===== src/rtl/rf_mode_pkg.sv =====
// Purpose : constants and types for the rf mode control register bank
// Assumes : 50 MHz system clock, apb with 32-bit data
// Notes   : printed offsets are word indices, byte address is index * 4
package rf_mode_pkg;

  // ---------------------------------------------------------------
  // register indices and byte addresses
  // ---------------------------------------------------------------
  localparam logic [9:0]  IDX_SLEEP_ACK  = 10'h035;
  localparam logic [9:0]  IDX_RF_MODE    = 10'h036;
  localparam logic [9:0]  IDX_SEC_CTRL2  = 10'h037;
  localparam logic [9:0]  IDX_STATUS     = 10'h03a;
  localparam logic [11:0] ADDR_SLEEP_ACK = {IDX_SLEEP_ACK, 2'b00};
  localparam logic [11:0] ADDR_RF_MODE   = {IDX_RF_MODE, 2'b00};
  localparam logic [11:0] ADDR_SEC_CTRL2 = {IDX_SEC_CTRL2, 2'b00};
  localparam logic [11:0] ADDR_STATUS    = {IDX_STATUS, 2'b00};

  // ---------------------------------------------------------------
  // field positions
  // ---------------------------------------------------------------
  localparam int unsigned SLEEP_ACK_BIT  = 7;  // sleep_acknowledge
  localparam int unsigned WAKE_LO_MSB    = 6;  // osc_wake_count[6:0]
  localparam int unsigned WAKE_HI_MSB    = 4;  // osc_wake_count[8:7]
  localparam int unsigned WAKE_HI_LSB    = 3;
  localparam int unsigned HOLD_RESET_BIT = 2;  // radio_fsm_hold_reset
  localparam int unsigned FORCE_TX_BIT   = 1;  // force_transmit_state
  localparam int unsigned FORCE_RX_BIT   = 0;  // force_receive_state
  localparam int unsigned DECRYPT_BIT    = 7;  // upper_layer_decrypt
  localparam int unsigned ENCRYPT_BIT    = 6;  // upper_layer_encrypt
  localparam int unsigned SLOT2_MSB      = 5;  // slot2_suite_select
  localparam int unsigned SLOT2_LSB      = 3;
  localparam int unsigned SLOT1_MSB      = 2;  // slot1_suite_select
  localparam int unsigned SLOT1_LSB      = 0;

  // ---------------------------------------------------------------
  // reset values and widths
  // ---------------------------------------------------------------
  localparam int unsigned WAKE_W       = 9;
  localparam logic [8:0]  WAKE_RESET   = 9'h000;
  localparam logic [4:0]  RF_MODE_RST  = 5'h00;
  localparam logic [5:0]  SEC_CTRL_RST = 6'h00;
  localparam int unsigned CAL_CNT_W    = 24;

  // ---------------------------------------------------------------
  // timing
  // ---------------------------------------------------------------
  localparam int unsigned CLK_MHZ         = 50;
  localparam int unsigned CAL_TIME_US     = 192;
  localparam int unsigned CAL_CYCLES_DEF  = CAL_TIME_US * CLK_MHZ;

  // ---------------------------------------------------------------
  // radio control state machine
  // ---------------------------------------------------------------
  typedef enum logic [3:0] {
    RADIO_HELD = 4'b0001,
    RADIO_IDLE = 4'b0010,
    RADIO_TX   = 4'b0100,
    RADIO_RX   = 4'b1000
  } radio_state_t;

endpackage : rf_mode_pkg


===== src/rtl/osc_startup_timer.sv =====
// Purpose : counts the oscillator start-up time in sleep clock periods
// Assumes : tick is a one-cycle pulse on the system clock
// Notes   : a count of zero reports ready at once
`timescale 1ns/100ps
module osc_startup_timer (
  input  wire logic                          clk,
  input  wire logic                          rst,
  input  wire logic                          ce,
  input  wire logic                          start,
  input  wire logic                          clear,
  input  wire logic                          tick,
  input  wire logic [rf_mode_pkg::WAKE_W-1:0] count,
  output logic                               done
);

  logic [rf_mode_pkg::WAKE_W-1:0] cnt_q;
  logic [rf_mode_pkg::WAKE_W-1:0] cnt_d;
  logic                           busy_q;
  logic                           busy_d;
  logic                           done_q;
  logic                           done_d;
  wire logic                      last_tick = busy_q & tick &
                                              (cnt_q == 9'h001);

  // ---------------------------------------------------------------
  // next state: start wins over clear, clear over counting
  // ---------------------------------------------------------------
  assign cnt_d  = start ? count :
                  (busy_q & tick) ? cnt_q - 9'h001 : cnt_q;
  assign busy_d = start ? (count != 9'h000) :
                  clear ? 1'b0 : (busy_q & ~last_tick);
  assign done_d = start ? (count == 9'h000) :
                  clear ? 1'b0 : (done_q | last_tick);
  assign done   = done_q;

  // timer registers
  always_ff @(posedge clk or posedge rst) begin
    if (rst) begin
      cnt_q  <= 9'h000;
      busy_q <= 1'b0;
      done_q <= 1'b0;
    end else if (ce) begin
      cnt_q  <= cnt_d;
      busy_q <= busy_d;
      done_q <= done_d;
    end
  end

endmodule : osc_startup_timer


===== src/rtl/rf_mode_control_register.sv =====
// Purpose : rf mode control, sleep acknowledge and security control 2
//           registers on apb, with the radio state machine they steer
// Assumes : 50 MHz clk, sleep_clock and wake_pin are asynchronous pins
// Notes   : one wait state on every apb access
// Notes on behaviour
// - wake count is nine bits: two in control, seven in sleep register
// - wake count counts sleep clock periods, resets to zero, 0x05F advised
// - wake count times main oscillator start-up after leaving sleep
// - hold-reset bit one keeps radio machine in reset, zero lets it run
// - force-transmit bit drives radio machine into transmit state
// - writing sleep acknowledge one sleeps device; bit clears itself
`timescale 1ns/100ps
module rf_mode_control_register #(
  parameter int unsigned CAL_CYCLES = rf_mode_pkg::CAL_CYCLES_DEF
) (
  input  wire logic        clk,
  input  wire logic        rst,
  input  wire logic        ce,
  input  wire logic        psel,
  input  wire logic        penable,
  input  wire logic        pwrite,
  input  wire logic [11:0] paddr,
  input  wire logic [31:0] pwdata,
  output logic      [31:0] prdata,
  output logic             pready,
  output logic             pslverr,
  input  wire logic        sleep_clock,
  input  wire logic        wake_pin,
  output logic      [8:0]  osc_wake_count,
  output logic             osc_enable,
  output logic             osc_ready,
  output logic             cal_busy,
  output logic      [3:0]  radio_state,
  output logic             decrypt_start,
  output logic             encrypt_start,
  output logic      [2:0]  slot2_suite_select,
  output logic      [2:0]  slot1_suite_select
);

  // ---------------------------------------------------------------
  // declarations
  // ---------------------------------------------------------------
  logic [31:0]               prdata_q;
  logic                      pready_q;
  logic                      pslverr_q;
  logic [6:0]                wake_lo_q;
  logic [1:0]                wake_hi_q;
  logic                      hold_q;
  logic                      ftx_q;
  logic                      frx_q;
  logic [2:0]                slot2_q;
  logic [2:0]                slot1_q;
  logic                      dec_q;
  logic                      enc_q;
  logic                      sleeping_q;
  logic                      awake_q;
  logic                      cal_busy_q;
  logic [rf_mode_pkg::CAL_CNT_W-1:0] cal_cnt_q;
  logic [rf_mode_pkg::CAL_CNT_W-1:0] cal_cnt_d;
  logic [2:0]                sclk_sync_q;
  logic [2:0]                wake_sync_q;
  logic                      timer_done;
  rf_mode_pkg::radio_state_t state_q;
  rf_mode_pkg::radio_state_t state_d;

  // ---------------------------------------------------------------
  // apb decode
  // ---------------------------------------------------------------
  wire logic        access    = psel & penable;
  wire logic        pready_d  = access & ~pready_q;
  // a write lands on the edge at which the master sees pready high
  wire logic        wr_fire   = access & pready_q & pwrite;
  wire logic        hit_sleep = (paddr == rf_mode_pkg::ADDR_SLEEP_ACK);
  wire logic        hit_mode  = (paddr == rf_mode_pkg::ADDR_RF_MODE);
  wire logic        hit_sec   = (paddr == rf_mode_pkg::ADDR_SEC_CTRL2);
  wire logic        hit_stat  = (paddr == rf_mode_pkg::ADDR_STATUS);
  wire logic        hit_any   = hit_sleep | hit_mode | hit_sec | hit_stat;
  wire logic        wr_sleep  = wr_fire & hit_sleep;
  wire logic        wr_mode   = wr_fire & hit_mode;
  wire logic        wr_sec    = wr_fire & hit_sec;
  wire logic [7:0]  wdat      = pwdata[7:0];

  // sleep acknowledge and security start bits read back as zero
  wire logic [7:0]  rd_sleep  = {1'b0, wake_lo_q};
  // reserved bits 7..5 read as zero and are never stored
  wire logic [7:0]  rd_mode   = {3'b000, wake_hi_q, hold_q, ftx_q,
                                 frx_q};
  wire logic [7:0]  rd_sec    = {2'b00, slot2_q, slot1_q};
  wire logic [7:0]  rd_stat   = {1'b0, cal_busy_q, osc_ready,
                                 sleeping_q, state_q};
  wire logic [7:0]  rd_byte   = hit_sleep ? rd_sleep :
                                hit_mode  ? rd_mode  :
                                hit_sec   ? rd_sec   :
                                hit_stat  ? rd_stat  : 8'h00;

  // ---------------------------------------------------------------
  // apb answer: one wait state, data captured with pready
  // ---------------------------------------------------------------
  always_ff @(posedge clk or posedge rst) begin
    if (rst) begin
      pready_q  <= 1'b0;
      pslverr_q <= 1'b0;
      prdata_q  <= 32'h0000_0000;
    end else if (ce) begin
      pready_q  <= pready_d;
      pslverr_q <= pready_d & ~hit_any;
      if (pready_d) begin
        prdata_q <= {24'h00_0000, rd_byte};
      end
    end
  end

  // ---------------------------------------------------------------
  // pin synchronisers, third stage only for edge detection
  // ---------------------------------------------------------------
  always_ff @(posedge clk or posedge rst) begin
    if (rst) begin
      sclk_sync_q <= 3'b000;
      wake_sync_q <= 3'b000;
    end else if (ce) begin
      sclk_sync_q <= {sclk_sync_q[1:0], sleep_clock};
      wake_sync_q <= {wake_sync_q[1:0], wake_pin};
    end
  end

  wire logic sleep_tick = sclk_sync_q[1] & ~sclk_sync_q[2];
  wire logic wake_rise  = wake_sync_q[1] & ~wake_sync_q[2];

  // ---------------------------------------------------------------
  // wake count registers
  // ---------------------------------------------------------------
  always_ff @(posedge clk or posedge rst) begin
    if (rst) begin
      wake_lo_q <= rf_mode_pkg::WAKE_RESET[6:0];
      wake_hi_q <= rf_mode_pkg::WAKE_RESET[8:7];
    end else if (ce) begin
      if (wr_sleep) begin
        wake_lo_q <= wdat[rf_mode_pkg::WAKE_LO_MSB:0];
      end
      if (wr_mode) begin
        wake_hi_q <= wdat[rf_mode_pkg::WAKE_HI_MSB:
                          rf_mode_pkg::WAKE_HI_LSB];
      end
    end
  end

  // ---------------------------------------------------------------
  // radio mode control bits
  // ---------------------------------------------------------------
  always_ff @(posedge clk or posedge rst) begin
    if (rst) begin
      hold_q <= rf_mode_pkg::RF_MODE_RST[rf_mode_pkg::HOLD_RESET_BIT];
      ftx_q  <= rf_mode_pkg::RF_MODE_RST[rf_mode_pkg::FORCE_TX_BIT];
      frx_q  <= rf_mode_pkg::RF_MODE_RST[rf_mode_pkg::FORCE_RX_BIT];
    end else if (ce && wr_mode) begin
      hold_q <= wdat[rf_mode_pkg::HOLD_RESET_BIT];
      ftx_q  <= wdat[rf_mode_pkg::FORCE_TX_BIT];
      frx_q  <= wdat[rf_mode_pkg::FORCE_RX_BIT];
    end
  end

  // ---------------------------------------------------------------
  // security control 2: suite selects and one-cycle start pulses
  // ---------------------------------------------------------------
  always_ff @(posedge clk or posedge rst) begin
    if (rst) begin
      slot2_q <= rf_mode_pkg::SEC_CTRL_RST[5:3];
      slot1_q <= rf_mode_pkg::SEC_CTRL_RST[2:0];
      dec_q   <= 1'b0;
      enc_q   <= 1'b0;
    end else if (ce) begin
      dec_q <= wr_sec & wdat[rf_mode_pkg::DECRYPT_BIT];
      enc_q <= wr_sec & wdat[rf_mode_pkg::ENCRYPT_BIT];
      if (wr_sec) begin
        slot2_q <= wdat[rf_mode_pkg::SLOT2_MSB:rf_mode_pkg::SLOT2_LSB];
        slot1_q <= wdat[rf_mode_pkg::SLOT1_MSB:rf_mode_pkg::SLOT1_LSB];
      end
    end
  end

  // ---------------------------------------------------------------
  // sleep: set by the acknowledge write, ended by a wake pin edge;
  // the acknowledge bit itself is never stored, so it reads zero
  // ---------------------------------------------------------------
  wire logic sleep_req = wr_sleep & wdat[rf_mode_pkg::SLEEP_ACK_BIT];
  wire logic wake_go   = sleeping_q & wake_rise & ~sleep_req;

  always_ff @(posedge clk or posedge rst) begin
    if (rst) begin
      sleeping_q <= 1'b0;
    end else if (ce) begin
      if (sleep_req) begin
        sleeping_q <= 1'b1;
      end else if (wake_go) begin
        sleeping_q <= 1'b0;
      end
    end
  end

  // oscillator enable kept in a flop of its own, low while asleep
  always_ff @(posedge clk or posedge rst) begin
    if (rst) begin
      awake_q <= 1'b1;
    end else if (ce) begin
      if (sleep_req) begin
        awake_q <= 1'b0;
      end else if (wake_go) begin
        awake_q <= 1'b1;
      end
    end
  end

  // ---------------------------------------------------------------
  // oscillator start-up timer, loaded with the wake count on wake
  // ---------------------------------------------------------------
  osc_startup_timer u_osc_timer (
    .clk   (clk),
    .rst   (rst),
    .ce    (ce),
    .start (wake_go),
    .clear (sleep_req),
    .tick  (sleep_tick),
    .count ({wake_hi_q, wake_lo_q}),
    .done  (timer_done)
  );

  // ---------------------------------------------------------------
  // calibration window after the hold-reset bit is released
  // ---------------------------------------------------------------
  // a second release inside the window restarts the full count
  wire logic cal_start = wr_mode & hold_q &
                         ~wdat[rf_mode_pkg::HOLD_RESET_BIT];
  assign cal_cnt_d = cal_start ?
                     rf_mode_pkg::CAL_CNT_W'(CAL_CYCLES) :
                     (cal_cnt_q != '0) ?
                     cal_cnt_q - rf_mode_pkg::CAL_CNT_W'(1) : cal_cnt_q;

  always_ff @(posedge clk or posedge rst) begin
    if (rst) begin
      cal_cnt_q  <= '0;
      cal_busy_q <= 1'b0;
    end else if (ce) begin
      cal_cnt_q  <= cal_cnt_d;
      cal_busy_q <= (cal_cnt_d != '0);
    end
  end

  // ---------------------------------------------------------------
  // radio control state machine: held, then idle, then transmit or receive, transmit first
  // ---------------------------------------------------------------
  always_comb begin
    state_d = state_q;
    case (state_q)
      rf_mode_pkg::RADIO_HELD: begin
        if (!hold_q && !sleeping_q) begin
          state_d = rf_mode_pkg::RADIO_IDLE;
        end
      end
      rf_mode_pkg::RADIO_IDLE,
      rf_mode_pkg::RADIO_TX,
      rf_mode_pkg::RADIO_RX: begin
        if (hold_q || sleeping_q) begin
          state_d = rf_mode_pkg::RADIO_HELD;
        end else if (ftx_q) begin
          state_d = rf_mode_pkg::RADIO_TX;
        end else if (frx_q) begin
          state_d = rf_mode_pkg::RADIO_RX;
        end else begin
          state_d = rf_mode_pkg::RADIO_IDLE;
        end
      end
      default: begin
        state_d = rf_mode_pkg::RADIO_HELD;
      end
    endcase
  end

  // state register
  always_ff @(posedge clk or posedge rst) begin
    if (rst) begin
      state_q <= rf_mode_pkg::RADIO_HELD;
    end else if (ce) begin
      state_q <= state_d;
    end
  end

  // ---------------------------------------------------------------
  // outputs, all taken from flip-flops
  // ---------------------------------------------------------------
  assign prdata             = prdata_q;
  assign pready             = pready_q;
  assign pslverr            = pslverr_q;
  assign osc_wake_count     = {wake_hi_q, wake_lo_q};
  assign osc_enable         = awake_q;
  assign osc_ready          = timer_done;
  assign cal_busy           = cal_busy_q;
  assign radio_state        = state_q;
  assign decrypt_start      = dec_q;
  assign encrypt_start      = enc_q;
  assign slot2_suite_select = slot2_q;
  assign slot1_suite_select = slot1_q;

endmodule : rf_mode_control_register


===== config.mk =====
export PLATFORM = sky130hd
export DESIGN_NAME = rf_mode_control_register
export DESIGN_NICKNAME = d
export VERILOG_FILES = /design/src/rtl/rf_mode_pkg.sv /design/src/rtl/osc_startup_timer.sv /design/src/rtl/rf_mode_control_register.sv
export SDC_FILE = /design/constraint.sdc
export NUM_CORES = 1
export LEC_CHECK = 0
export BUFFER_PORTS_ARGS = -buffer_cell sky130_fd_sc_hd__clkbuf_2
export CELL_PAD_IN_SITES_DETAIL_PLACEMENT = 1
export CELL_PAD_IN_SITES_GLOBAL_PLACEMENT = 1
export CORE_MARGIN = 4
export CORE_UTILIZATION = 25
export CTS_BUF_LIST = sky130_fd_sc_hd__clkbuf_4 sky130_fd_sc_hd__clkbuf_8
export CTS_CLUSTER_SIZE = 28
export DETAILED_ROUTE_END_ITERATION = 10
export GPL_TIMING_DRIVEN = 0
export PLACE_DENSITY_LB_ADDON = 0.1
export SLEW_MARGIN = 20
export SYNTH_ARGS = -nofsm -noshare
export SYNTH_HDL_FRONTEND = slang
export SYNTH_SLANG_ARGS = --single-unit

===== constraint.sdc =====
create_clock -name clk -period 3.75 [get_ports clk]
set_input_delay 0.5625 -clock clk [delete_from_list [all_inputs] [get_ports clk]]
set_output_delay 0.5625 -clock clk [all_outputs]
set_load 0.02 [all_outputs]

# Word-level counts from Yosys, hierarchy flattened
# Index checks and enable logic that the tools add are counted.
[totals] elab_cells=105 output_inout_bits=58 regBits=78 input_bits=52
[op_classes] bitwise_logic=31 add_sub_neg=2 n_reduce_logical=19 eq_ne=10 muxes=21
[op_table] operator="equality test 12 x 8 -> 1 bit, second input constant" count=4
[op_table] operator="2-to-1 mux 24 bit" count=2
[op_table] operator="nonzero test 24 bit" count=2
[op_table] operator="2-to-1 mux 7 bit" count=4
[op_table] operator="subtractor 24 x 1 -> 24 bit, second input constant" count=1
[op_table] operator="bitwise AND 1 bit" count=20
[op_table] operator="2-to-1 mux 9 bit" count=2
[op_table] operator="2-to-1 mux 4 bit" count=4
[op_table] operator="AND reduction 2 bit" count=7
[op_table] operator="equality test 9 x 1 -> 1 bit, second input constant" count=1
[op_table] operator="logical NOT 9 bit" count=1
[op_table] operator="nonzero test 9 bit" count=1
[op_table] operator="subtractor 9 x 1 -> 9 bit, second input constant" count=1
[op_table] operator="2-to-1 mux 1 bit" count=8
[op_table] operator="one-hot mux 4 bit (2 select lines)" count=1
[op_table] operator="NOT 1 bit" count=7
[op_table] operator="equality test 4 x 1 -> 1 bit, second input constant" count=1
[op_table] operator="equality test 4 x 2 -> 1 bit, second input constant" count=1
[op_table] operator="equality test 4 x 3 -> 1 bit, second input constant" count=1
[op_table] operator="equality test 4 bit, second input constant" count=1
[op_table] operator="bitwise OR 1 bit" count=4
[op_table] operator="nonzero test 2 bit" count=2
[op_table] operator="OR reduction 3 bit" count=1
[op_table] operator="logical AND 1 bit" count=2
[op_table] operator="3 further kinds" count=4

# Depth between registers and ports, before layout
# Gate-level depths: netlist of run 1.
[depth] depth_word=9 depth_mapped=9 depth_no_buf=9

# By module
# Synthesis of run 1 repeated with hierarchy kept, for this count alone.
[unflattened] hier_cells=479 area_unflattened_um2=4499.3
[modules_own_cells] module="rf_mode_control_register" seq_area_each_um2=1654.1 cells_per_inst=392 area_each_um2=3773.6 instances=1
[modules_own_cells] module="osc_startup_timer" seq_area_each_um2=275.3 cells_per_inst=87 area_each_um2=725.7 instances=1

# Worst setup path before layout of run 1
# No wires, ideal clock.
[synth_timing] path_type="input port to flip-flop" from="input port paddr[9]" to="register slot1_q[0] (netlist: slot1_suite_select[0])" setup_time_ns=0.125 path_slack_ns=1.109 arrival_ns=2.516 path_buffers=1 cell_stages=5 required_ns=3.625 cell_sequence="or4_1 -> or4b_1 -> clkbuf_1 -> nor2_2 -> mux2_2"
[synth_between] elab_chain_len=3
[synth_lines] item="from (decl)" line="rf_mode_control_register.sv:22" source="input wire logic [11:0] paddr,"
[synth_lines] item="equality test 12 x 8 -> 1 bit" line="rf_mode_control_register.sv:75" source="wire logic hit_sec = (paddr == rf_mode_pkg::ADDR_SEC_CTRL2);"
[synth_lines] item="bitwise AND 1 bit" line="rf_mode_control_register.sv:80" source="wire logic wr_sec = wr_fire & hit_sec;"
[synth_lines] item="AND reduction 2 bit (no line)"
[synth_lines] item="to (signal assigned)" line="rf_mode_control_register.sv:168" source="slot1_q <= rf_mode_pkg::SEC_CTRL_RST[2:0];"
[synth_lines] item="to (signal assigned)" line="rf_mode_control_register.sv:176" source="slot1_q <= wdat[rf_mode_pkg::SLOT1_MSB:rf_mode_pkg::SLOT1_LSB];"
[synth_lines] item="to (decl)" line="rf_mode_control_register.sv:52" source="logic [2:0] slot1_q;"
# Every way passes these cells.
# A chain may end at the register's enable or synchronous reset.

# Final worst setup path of run 1
[layout_timing] from="register cal_cnt_q[0] in the netlist's numbering" to="register cal_busy_q (netlist: cal_busy)"
[layout_between] elab_chain_len=4 word_cells_on_any_way=5 classes_between="1 x add/sub; 2 x mux; 2 x reduce/logical"
[layout_lines] item="from (decl)" line="rf_mode_control_register.sv:58" source="logic [rf_mode_pkg::CAL_CNT_W-1:0] cal_cnt_q;"
[layout_lines] item="from (signal assigned)" line="rf_mode_control_register.sv:243" source="cal_cnt_q <= cal_cnt_d;"
[layout_lines] item="subtractor 24 x 1 -> 24 bit or nonzero test 24 bit (tied branches)" line="rf_mode_control_register.sv:236, rf_mode_control_register.sv:235"
[layout_lines] item="2-to-1 mux 24 bit (*)" line="rf_mode_control_register.sv:235" source="(cal_cnt_q != '0) ?"
[layout_lines] item="2-to-1 mux 24 bit (*)" line="rf_mode_control_register.sv:233" source="assign cal_cnt_d = cal_start ?"
[layout_lines] item="nonzero test 24 bit (*)" line="rf_mode_control_register.sv:244" source="cal_busy_q <= (cal_cnt_d != '0);"
[layout_lines] item="to (signal assigned)" line="rf_mode_control_register.sv:244"
[layout_lines] item="to (decl)" line="rf_mode_control_register.sv:57" source="logic cal_busy_q;"
# Every way passes the cells marked *; elsewhere a longest branch is shown, timed or not.

==> results by group, run 1 <==
Global routing
  • Vias in the first global route: 4222
  • First-pass GRT wire length: 24410 um
  • Largest net degree at the start of global routing: 54
  • GR Overflow Total: 0
  • Initial antenna violation count: 0
  • Overall Global Routing Usage: 0.1573

Final layout
  • Fin cells: 817
  • Ant. Diodes: 0
  • Area Overhead vs Synth: 21.65%
  • Layout cell share with drive strength beyond 1: 0.2280
  • Nets: 643

Detailed routing
  • Post-Route WL: 15090 um
  • First DRT Iteration DRCs: 184
  • Via count: 4005
  • DRC viols: 0
  • DR vias/cell: 4.902
  • Initial DRT Pass Iterations: 4
  • Antenna-violating nets left: 0
  • WL/cell: 18.47 um

Timing
  • Worst Clk Skew: 0.01035 ns
  • Fin. max-slew vios: 0
  • Fin. Hold Viols: 0
  • Min Tclk post-route: 3.264 ns
  • Setup violators final: 0
  • Period utilization: 0.8704
  • RSZ-0062 raised after global routing: false
  • Relative slew slack: 0.4117
  • Fmax: 0.3064 GHz
  • Slew @ Worst Pin: 0.8765 ns
  • Setup TNS Final: 0 ns
  • Hold WS: about 0.17 ns

Floorplanning
  • Core ar.: 0.01730 sq mm
  • Starting Density: 0.2546
  • Die extent in x: 140.7 um
  • Num rows: 48
  • Die area: 0.01980 sq mm
  • Top-level I/O count: 110
  • Vert. Die Dim: 140.7 um

Critical path
  • CP Max Fanout: 9
  • CP endpoint kind: register
  • Critical Path RT: 4.00 ns
  • Critical-path top delay cell: nor4b_1
  • WS Path Type: register to register
  • Critical path launch point type: register
  • Max stage delay on crit path: 0.55 ns
  • Arrival @ worst endpoint: 3.51 ns
  • Worst-path cell chain: inv_1 -> ha_1 -> nor4b_1 -> nand4_1 -> o21ai_4 -> nand4_1 -> or4_1 -> nor4_1 -> a31oi_1
  • Critical path's most frequent cell: nand4_1

Synthesis
  • Prevailing post-synth register cell: dfrtp_1
  • EDFF count, synth: 0
  • Cell variety after synth: 63
  • Mean post-synth cell area: between 8 and 9 sq um
  • Synth Instances: 492
  • Flops & latches, synth: 77
  • Top post-synthesis cells by area: dfrtp_1 (43%), o21ai_0 (7.0%), nand2_1 (5.3%)
  • Commonest cells post-synth: dfrtp_1 (75), nand2_1 (62), o21ai_0 (62)
  • Most common cell in the netlist: dfrtp_1
  • Yosys warns: 0
  • Post-Syn Area: 0.004403 sq mm
  • Yosys top cell by area: dfrtp_1
  • FFs w/ async S/R, synth: 1.000
  • Register area share after synthesis: 0.4382
  • Post-synth top area share: 0.4263

Power and ir drop
  • Pwr Total: 2.481 mW
  • Pleak: 2.455 nW
  • VDD IR-drop max: 162.7 uV
  • Power density over the cells: 463.2 mW/mm^2

Flow run
  • Max Cap Viol: 0

Clocking
  • CTS Hold Buffers Added: 0
  • Root Buffer: clkbuf_8
  • CTS Sinks: 77
  • Worst-skew pair later-pin latency: 0.38 ns
  • Htree depth: 3
  • Post-CTS Resized: 0
  • CTS tree: yes
  • CTS Buffer Depth: 2
  • Post-CTS Setup Bufs: 0
  • CTS clk-pin slew, worst paths: approximately 0.1 ns
  • TritonCTS buffer count: 9

Placed design
  • GP Congestion: about 0.80
  • Port buffer count: 59
  • Post-Place Cells: 801
  • Detailed placement HPWL: 11300 um

Hold path
  • Worst Hold Class: primary input to asynchronous set/reset pin

Run status
  • Status: finished clean
routing by layer:
metal / part of all wire / vias to the layer above / GRT usage
li1: - / 1913 / -
met1: 0.46 / 2003 / 0.2083
met2: 0.48 / 78 / 0.2656
met3: 0.041 / 11 / 0.02985
met4: 0.010 / 0 / 0.03876
met5: 0 / - / 0
sequential cells by signal (all words and copies together) (netlist names):
register            cells
ftx_q                   1
prdata                  7
encrypt_start           1
hold_q                  1
frx_q                   1
cal_busy                1
wake_hi_q               2
sclk_sync_q             3
slot1_suite_select      3
sleeping_q              1
radio_state             4
cal_cnt_q              24
wake_lo_q               7
osc_enable              1
pready                  1
wake_sync_q             3
decrypt_start           1
slot2_suite_select      3
u_osc_timer.cnt_q       9
u_osc_timer.done        1
u_osc_timer.busy_q      1
pslverr                 1
layout make-up:
class | instances | area, sq um
Fill cell | 2099 | 11940
Multi-Input combinational cell | 378 | 2238
Sequential cell | 77 | 1929
Timing Repair Buffer | 60 | 322.8
Tap cell | 225 | 281.5
Buffer | 44 | 261.5
Clock buffer | 10 | 137.6
Clock inverter | 6 | 118.9
Inverter | 17 | 66.31
metrics by stage:
step	area, sq um	util	setup slack, ns
3_3_place_gp	5070	0.2931	-0.05054
2_1_floorplan	4493	-	1.109
5_1_grt	5356	0.3097	0.1903
4_1_cts	5356	0.3097	0.5112
3_5_place_dp	5100	0.2949	0.4768
6_report	5356	0.3097	0.4860
cells in the final DEF, fill, tap and decap left out, types with 9 or more instances in the layout:
cell      Yosys  layout
dfrtp_1      75      75
nand2_1      62      62
o21ai_0      62      62
clkbuf_2      0      59
nor2_1       42      42
buf_4        25      25
conb_1        1      25
nor3_1       17      17
inv_1        17      16
mux2_2       16      16
clkbuf_1     15      15
a21oi_1      15      15
nor4_1       11      11
clkbuf_8      0      10
nand3_1       9       9
final timing paths:
path / start / endpoint / slack (ns) / cells after the start
worst max-delay path: cal_cnt_q[0] / cal_busy / 0.49 / 9
worst min-delay path: rst / sclk_sync_q[0] / 0.17 / 2
worst max register to register: cal_cnt_q[0] / cal_busy / 0.49 / 9
worst min register to register: prdata[3] / prdata[3] / 0.49 / 2
max in group asynchronous: rst / radio_state[0] / 2.90 / 3
min in group clk: pwdata[7] / osc_enable / 0.39 / 2
critical path, delay by kind of cell (launching register included):
family | cells | cell delay, ns
adders and majority gates | 1 | 0.16
buffers and inverters | 1 | 0.11
DFF | 1 | 0.47
AOI/OAI and AO/OA | 2 | 0.51
and+or+nand+nor | 5 | 1.91
power breakdown:
part / leakage (nW) / internal (mW) / switching, mW
clock network: 0.129 / 0.468 / 0.364
logic: 1.34 / 0.219 / 0.328
registers: 0.990 / 0.941 / 0.161
total: 2.46 / 1.63 / 0.853
cells by family (layout without fill, tap and decap cells):
family / count (synthesis) / in the layout / synth area share
and+or+nand+nor: 190 / 190 / 0.2225
AOI/OAI and AO/OA: 128 / 128 / 0.1802
DFF: 77 / 77 / 0.4382
buffers and inverters: 61 / 137 / 0.07388
muxes: 24 / 24 / 0.05911
xor gates and xnor gates: 7 / 7 / 0.01392
adders and majority gates: 4 / 4 / 0.01137
other: 1 / 25 / 0.0008517
Note: power is estimated with default switching activity, not from simulation.
==> run 2: changes to the inputs <==
--- a/config.mk
+++ b/config.mk
@@ -6,8 +6,10 @@
 export NUM_CORES = 1
 export LEC_CHECK = 0
 export BUFFER_PORTS_ARGS = -buffer_cell sky130_fd_sc_hd__clkbuf_2
+export CAP_MARGIN = 20
 export CELL_PAD_IN_SITES_DETAIL_PLACEMENT = 1
 export CELL_PAD_IN_SITES_GLOBAL_PLACEMENT = 1
+export CORE_ASPECT_RATIO = 1.75
 export CORE_MARGIN = 4
 export CORE_UTILIZATION = 25
 export CTS_BUF_LIST = sky130_fd_sc_hd__clkbuf_4 sky130_fd_sc_hd__clkbuf_8
==> constraint.sdc (replaced) <==
create_clock -name clk -period 3.4 [get_ports clk]
set_input_delay 0.51 -clock clk [delete_from_list [all_inputs] [get_ports clk]]
set_output_delay 0.51 -clock clk [all_outputs]
set_load 0.02 [all_outputs]
==> run 2 against run 1 <==
Effect of this change: hold slack got worse by 0.053 ns; register-to-register slack got worse by 0.03 ns; critical endpoint unchanged; first-iteration DRC count fell by 20%; global-route usage is 0.67 points higher; clock power is 11% lower; worst setup slack worse by 0.027 ns; critical path type unchanged; largest power group unchanged; flip-flop and latch count is the same; combinational power grew 12%.
==> results by group, run 2 (synthesis results as in run 1) <==
Final layout
  • Biggest regs: cal_cnt_q x24, u_osc_timer.cnt_q x9 (unchanged)
  • Fill cell count: 2146 (was 2099)
  • Commonest non-fill, non-tap cell in the layout: dfrtp_1 (unchanged)
  • Reg with most FFs: cal_cnt_q (unchanged)
  • Fin util: 0.3065 (was 0.3097)
  • Reg area: 0.001929 sq mm (unchanged)
  • Nets: 645 (was 643)
  • Area Overhead vs Synth: 20.97% (was 21.65%)
  • Leading cell types in the layout, fill and taps excluded: dfrtp_1 (75), nand2_1 (62), o21ai_0 (62) (unchanged)
  • Fin cells: 825 (was 817)
  • Largest register FFs: 24 (unchanged)
  • Ant. Diodes: 0 (unchanged)
  • Multi-input gate area: 0.002242 sq mm (was 0.002238 sq mm)
  • Layout cell share with drive strength beyond 1: 0.2323 (was 0.2280)

Detailed routing
  • Via count: 4054 (was 4005)
  • DRC viols: 0 (unchanged)
  • WL/cell: 19.10 um (was 18.47 um)
  • DR vias/cell: 4.914 (was 4.902)
  • Antenna-violating nets left: 0 (unchanged)
  • Post-Route WL: 15750 um (was 15090 um)
  • First DRT Iteration DRCs: 147 (was 184)
  • Initial DRT Pass Iterations: 4 (unchanged)

Clocking
  • CTS Hold Buffers Added: 0 (unchanged)
  • Root Buffer: clkbuf_8 (unchanged)
  • Htree depth: 3 (unchanged)
  • TritonCTS buffer count: 9 (unchanged)
  • CTS clk-pin slew, worst paths: 0.08 ns (was 0.10 ns)
  • CTS Buffer Depth: 2 (unchanged)
  • CTS Sinks: 77 (unchanged)
  • Worst-skew pair later-pin latency: 0.37 ns (was 0.38 ns)
  • CTS tree: yes (unchanged)

Timing
  • RSZ-0062 raised after global routing: false (unchanged)
  • Fin. max-slew vios: 0 (unchanged)
  • Fmax: 0.3400 GHz (was 0.3064 GHz)
  • Period utilization: 0.8650 (was 0.8704)
  • Setup TNS Final: 0 ns (unchanged)
  • Setup WS post-layout: 0.4589 ns (was 0.4860 ns)
  • Fin. Hold Viols: 0 (unchanged)
  • Relative slew slack: 0.3472 (was 0.4117)
  • Slew @ Worst Pin: 0.9726 ns (was 0.8765 ns)
  • Worst Clk Skew: 0.01136 ns (was 0.01035 ns)
  • Min Tclk post-route: 2.941 ns (was 3.264 ns)
  • Setup violators final: 0 (unchanged)

Run status
  • Status: finished clean (unchanged)

Global routing
  • Vias in the first global route: 4404 (was 4222)
  • GR Overflow Total: 0 (unchanged)
  • Overall Global Routing Usage: 0.1640 (was 0.1573)
  • Largest net degree at the start of global routing: 53 (was 54)
  • Initial antenna violation count: 0 (unchanged)
  • First-pass GRT wire length: 24770 um (was 24410 um)

Critical path
  • CP Max Fanout: 8 (was 9)
  • CP endpoint kind: register (unchanged)
  • Critical path launch point type: register (unchanged)
  • Critical Path RT: 3.65 ns (was 4.00 ns)
  • Arrival @ worst endpoint: 3.19 ns (was 3.51 ns)
  • WS Path Type: register to register (unchanged)

Floorplanning
  • Core ar.: 0.01738 sq mm (was 0.01730 sq mm)
  • Starting Density: 0.2534 (was 0.2546)
  • Vert. Die Dim: 183.6 um (was 140.7 um)
  • Die area: 0.01988 sq mm (was 0.01980 sq mm)
  • Num rows: 64 (was 48)
  • Die extent in x: 108.3 um (was 140.7 um)
  • Top-level I/O count: 110 (unchanged)

Power and ir drop
  • Pleak: 2.439 nW (was 2.455 nW)
  • Power density over the cells: 483.5 mW/mm^2 (was 463.2 mW/mm^2)
  • VDD IR-drop max: 150.9 uV (was 162.7 uV)
  • Pwr Total: 2.575 mW (was 2.481 mW)

Placed design
  • Post-Place Cells: 807 (was 801)
  • Detailed placement HPWL: 12110 um (was 11300 um)
  • GP Congestion: 0.8385 (was 0.7972)
  • Pre-CTS setup slack: 0.1356 ns (was 0.4768 ns)
  • Port buffer count: 59 (unchanged)

Flow run
  • Max Cap Viol: 0 (unchanged)

Hold path
  • Worst Hold Class: primary input to asynchronous set/reset pin (unchanged)
-- run 2: cell count changes in the layout (fill, tap and decap cells not counted), sizes merged --
cell | before | now
bufinv | 3 | 1
clkinvlp | 0 | 1
clkbuf | 84 | 86
buf | 30 | 32
inv | 18 | 17
-- run 2: area by class of cell --
type,instances,area share
plain buffers,44,0.04910
flip-flops and latches,77,0.3622
clock buffers,12,0.02866
well taps,231,0.05426
multi-input cells,378,0.4210
clock inverters,4,0.008926
inverters,17,0.01245
repair buffers,62,0.06342
-- run 2: worst paths after layout --
kind,startpoint,endpoint,slack (ns),cells past startpoint
max,cal_cnt_q[0],cal_busy,0.46,10
max in group asynchronous,rst,radio_state[0],2.64,3
min in group clk,pwdata[7],osc_enable,0.33,2
min reg2reg,prdata[2],prdata[2],0.50,2
min,rst,cal_cnt_q[21],0.11,2
max reg2reg,cal_cnt_q[0],cal_busy,0.46,10
-- run 2: metrics by stage --
step           cell area, sq um  hold WS, ns
6_report                   5326       0.1131
5_1_grt                    5326       0.1379
4_1_cts                    5308       0.1151
3_5_place_dp               5107       0.4861
3_3_place_gp               5077       0.4778
2_1_floorplan              4493       0.4588
-- run 2: power by group --
| group | internal, mW | total (mW) | switching [mW] | leakage [nW] |
|---|---|---|---|---|
| registers | 1.04 | 1.22 | 0.182 | 0.990 |
| logic | 0.242 | 0.615 | 0.373 | 1.35 |
| clock network | 0.374 | 0.741 | 0.367 | 0.103 |
| total | 1.65 | 2.58 | 0.922 | 2.44 |
-- run 2: repair_timing --
action                     in CTS  in global routing
setup endpoints to repair       0                  1
buffers inserted                0                  2
resized for setup               0                  1
-- run 2: routing by layer --
| metal | global-route usage | up-vias | routed length (um) |
|---|---|---|---|
| li1 | - | 1908 | - |
| met1 | 0.1716 | 2033 | 5890 |
| met5 | 0 | - | 0 |
| met3 | 0.02004 | 26 | 474 |
| met2 | 0.3233 | 87 | 8973 |
| met4 | 0.06320 | 0 | 414 |
-- run 2: worst max-delay path, stage by stage, from the launching register on --
cell     delay, ns
dfrtp_1       0.46
inv_1         0.11
ha_1          0.14
nor4b_1       0.47
nand4_1       0.17
buf_4         0.22
o21ai_4       0.25
nand4_1       0.11
or4_1         0.42
nor4_1        0.33
a31oi_1       0.12
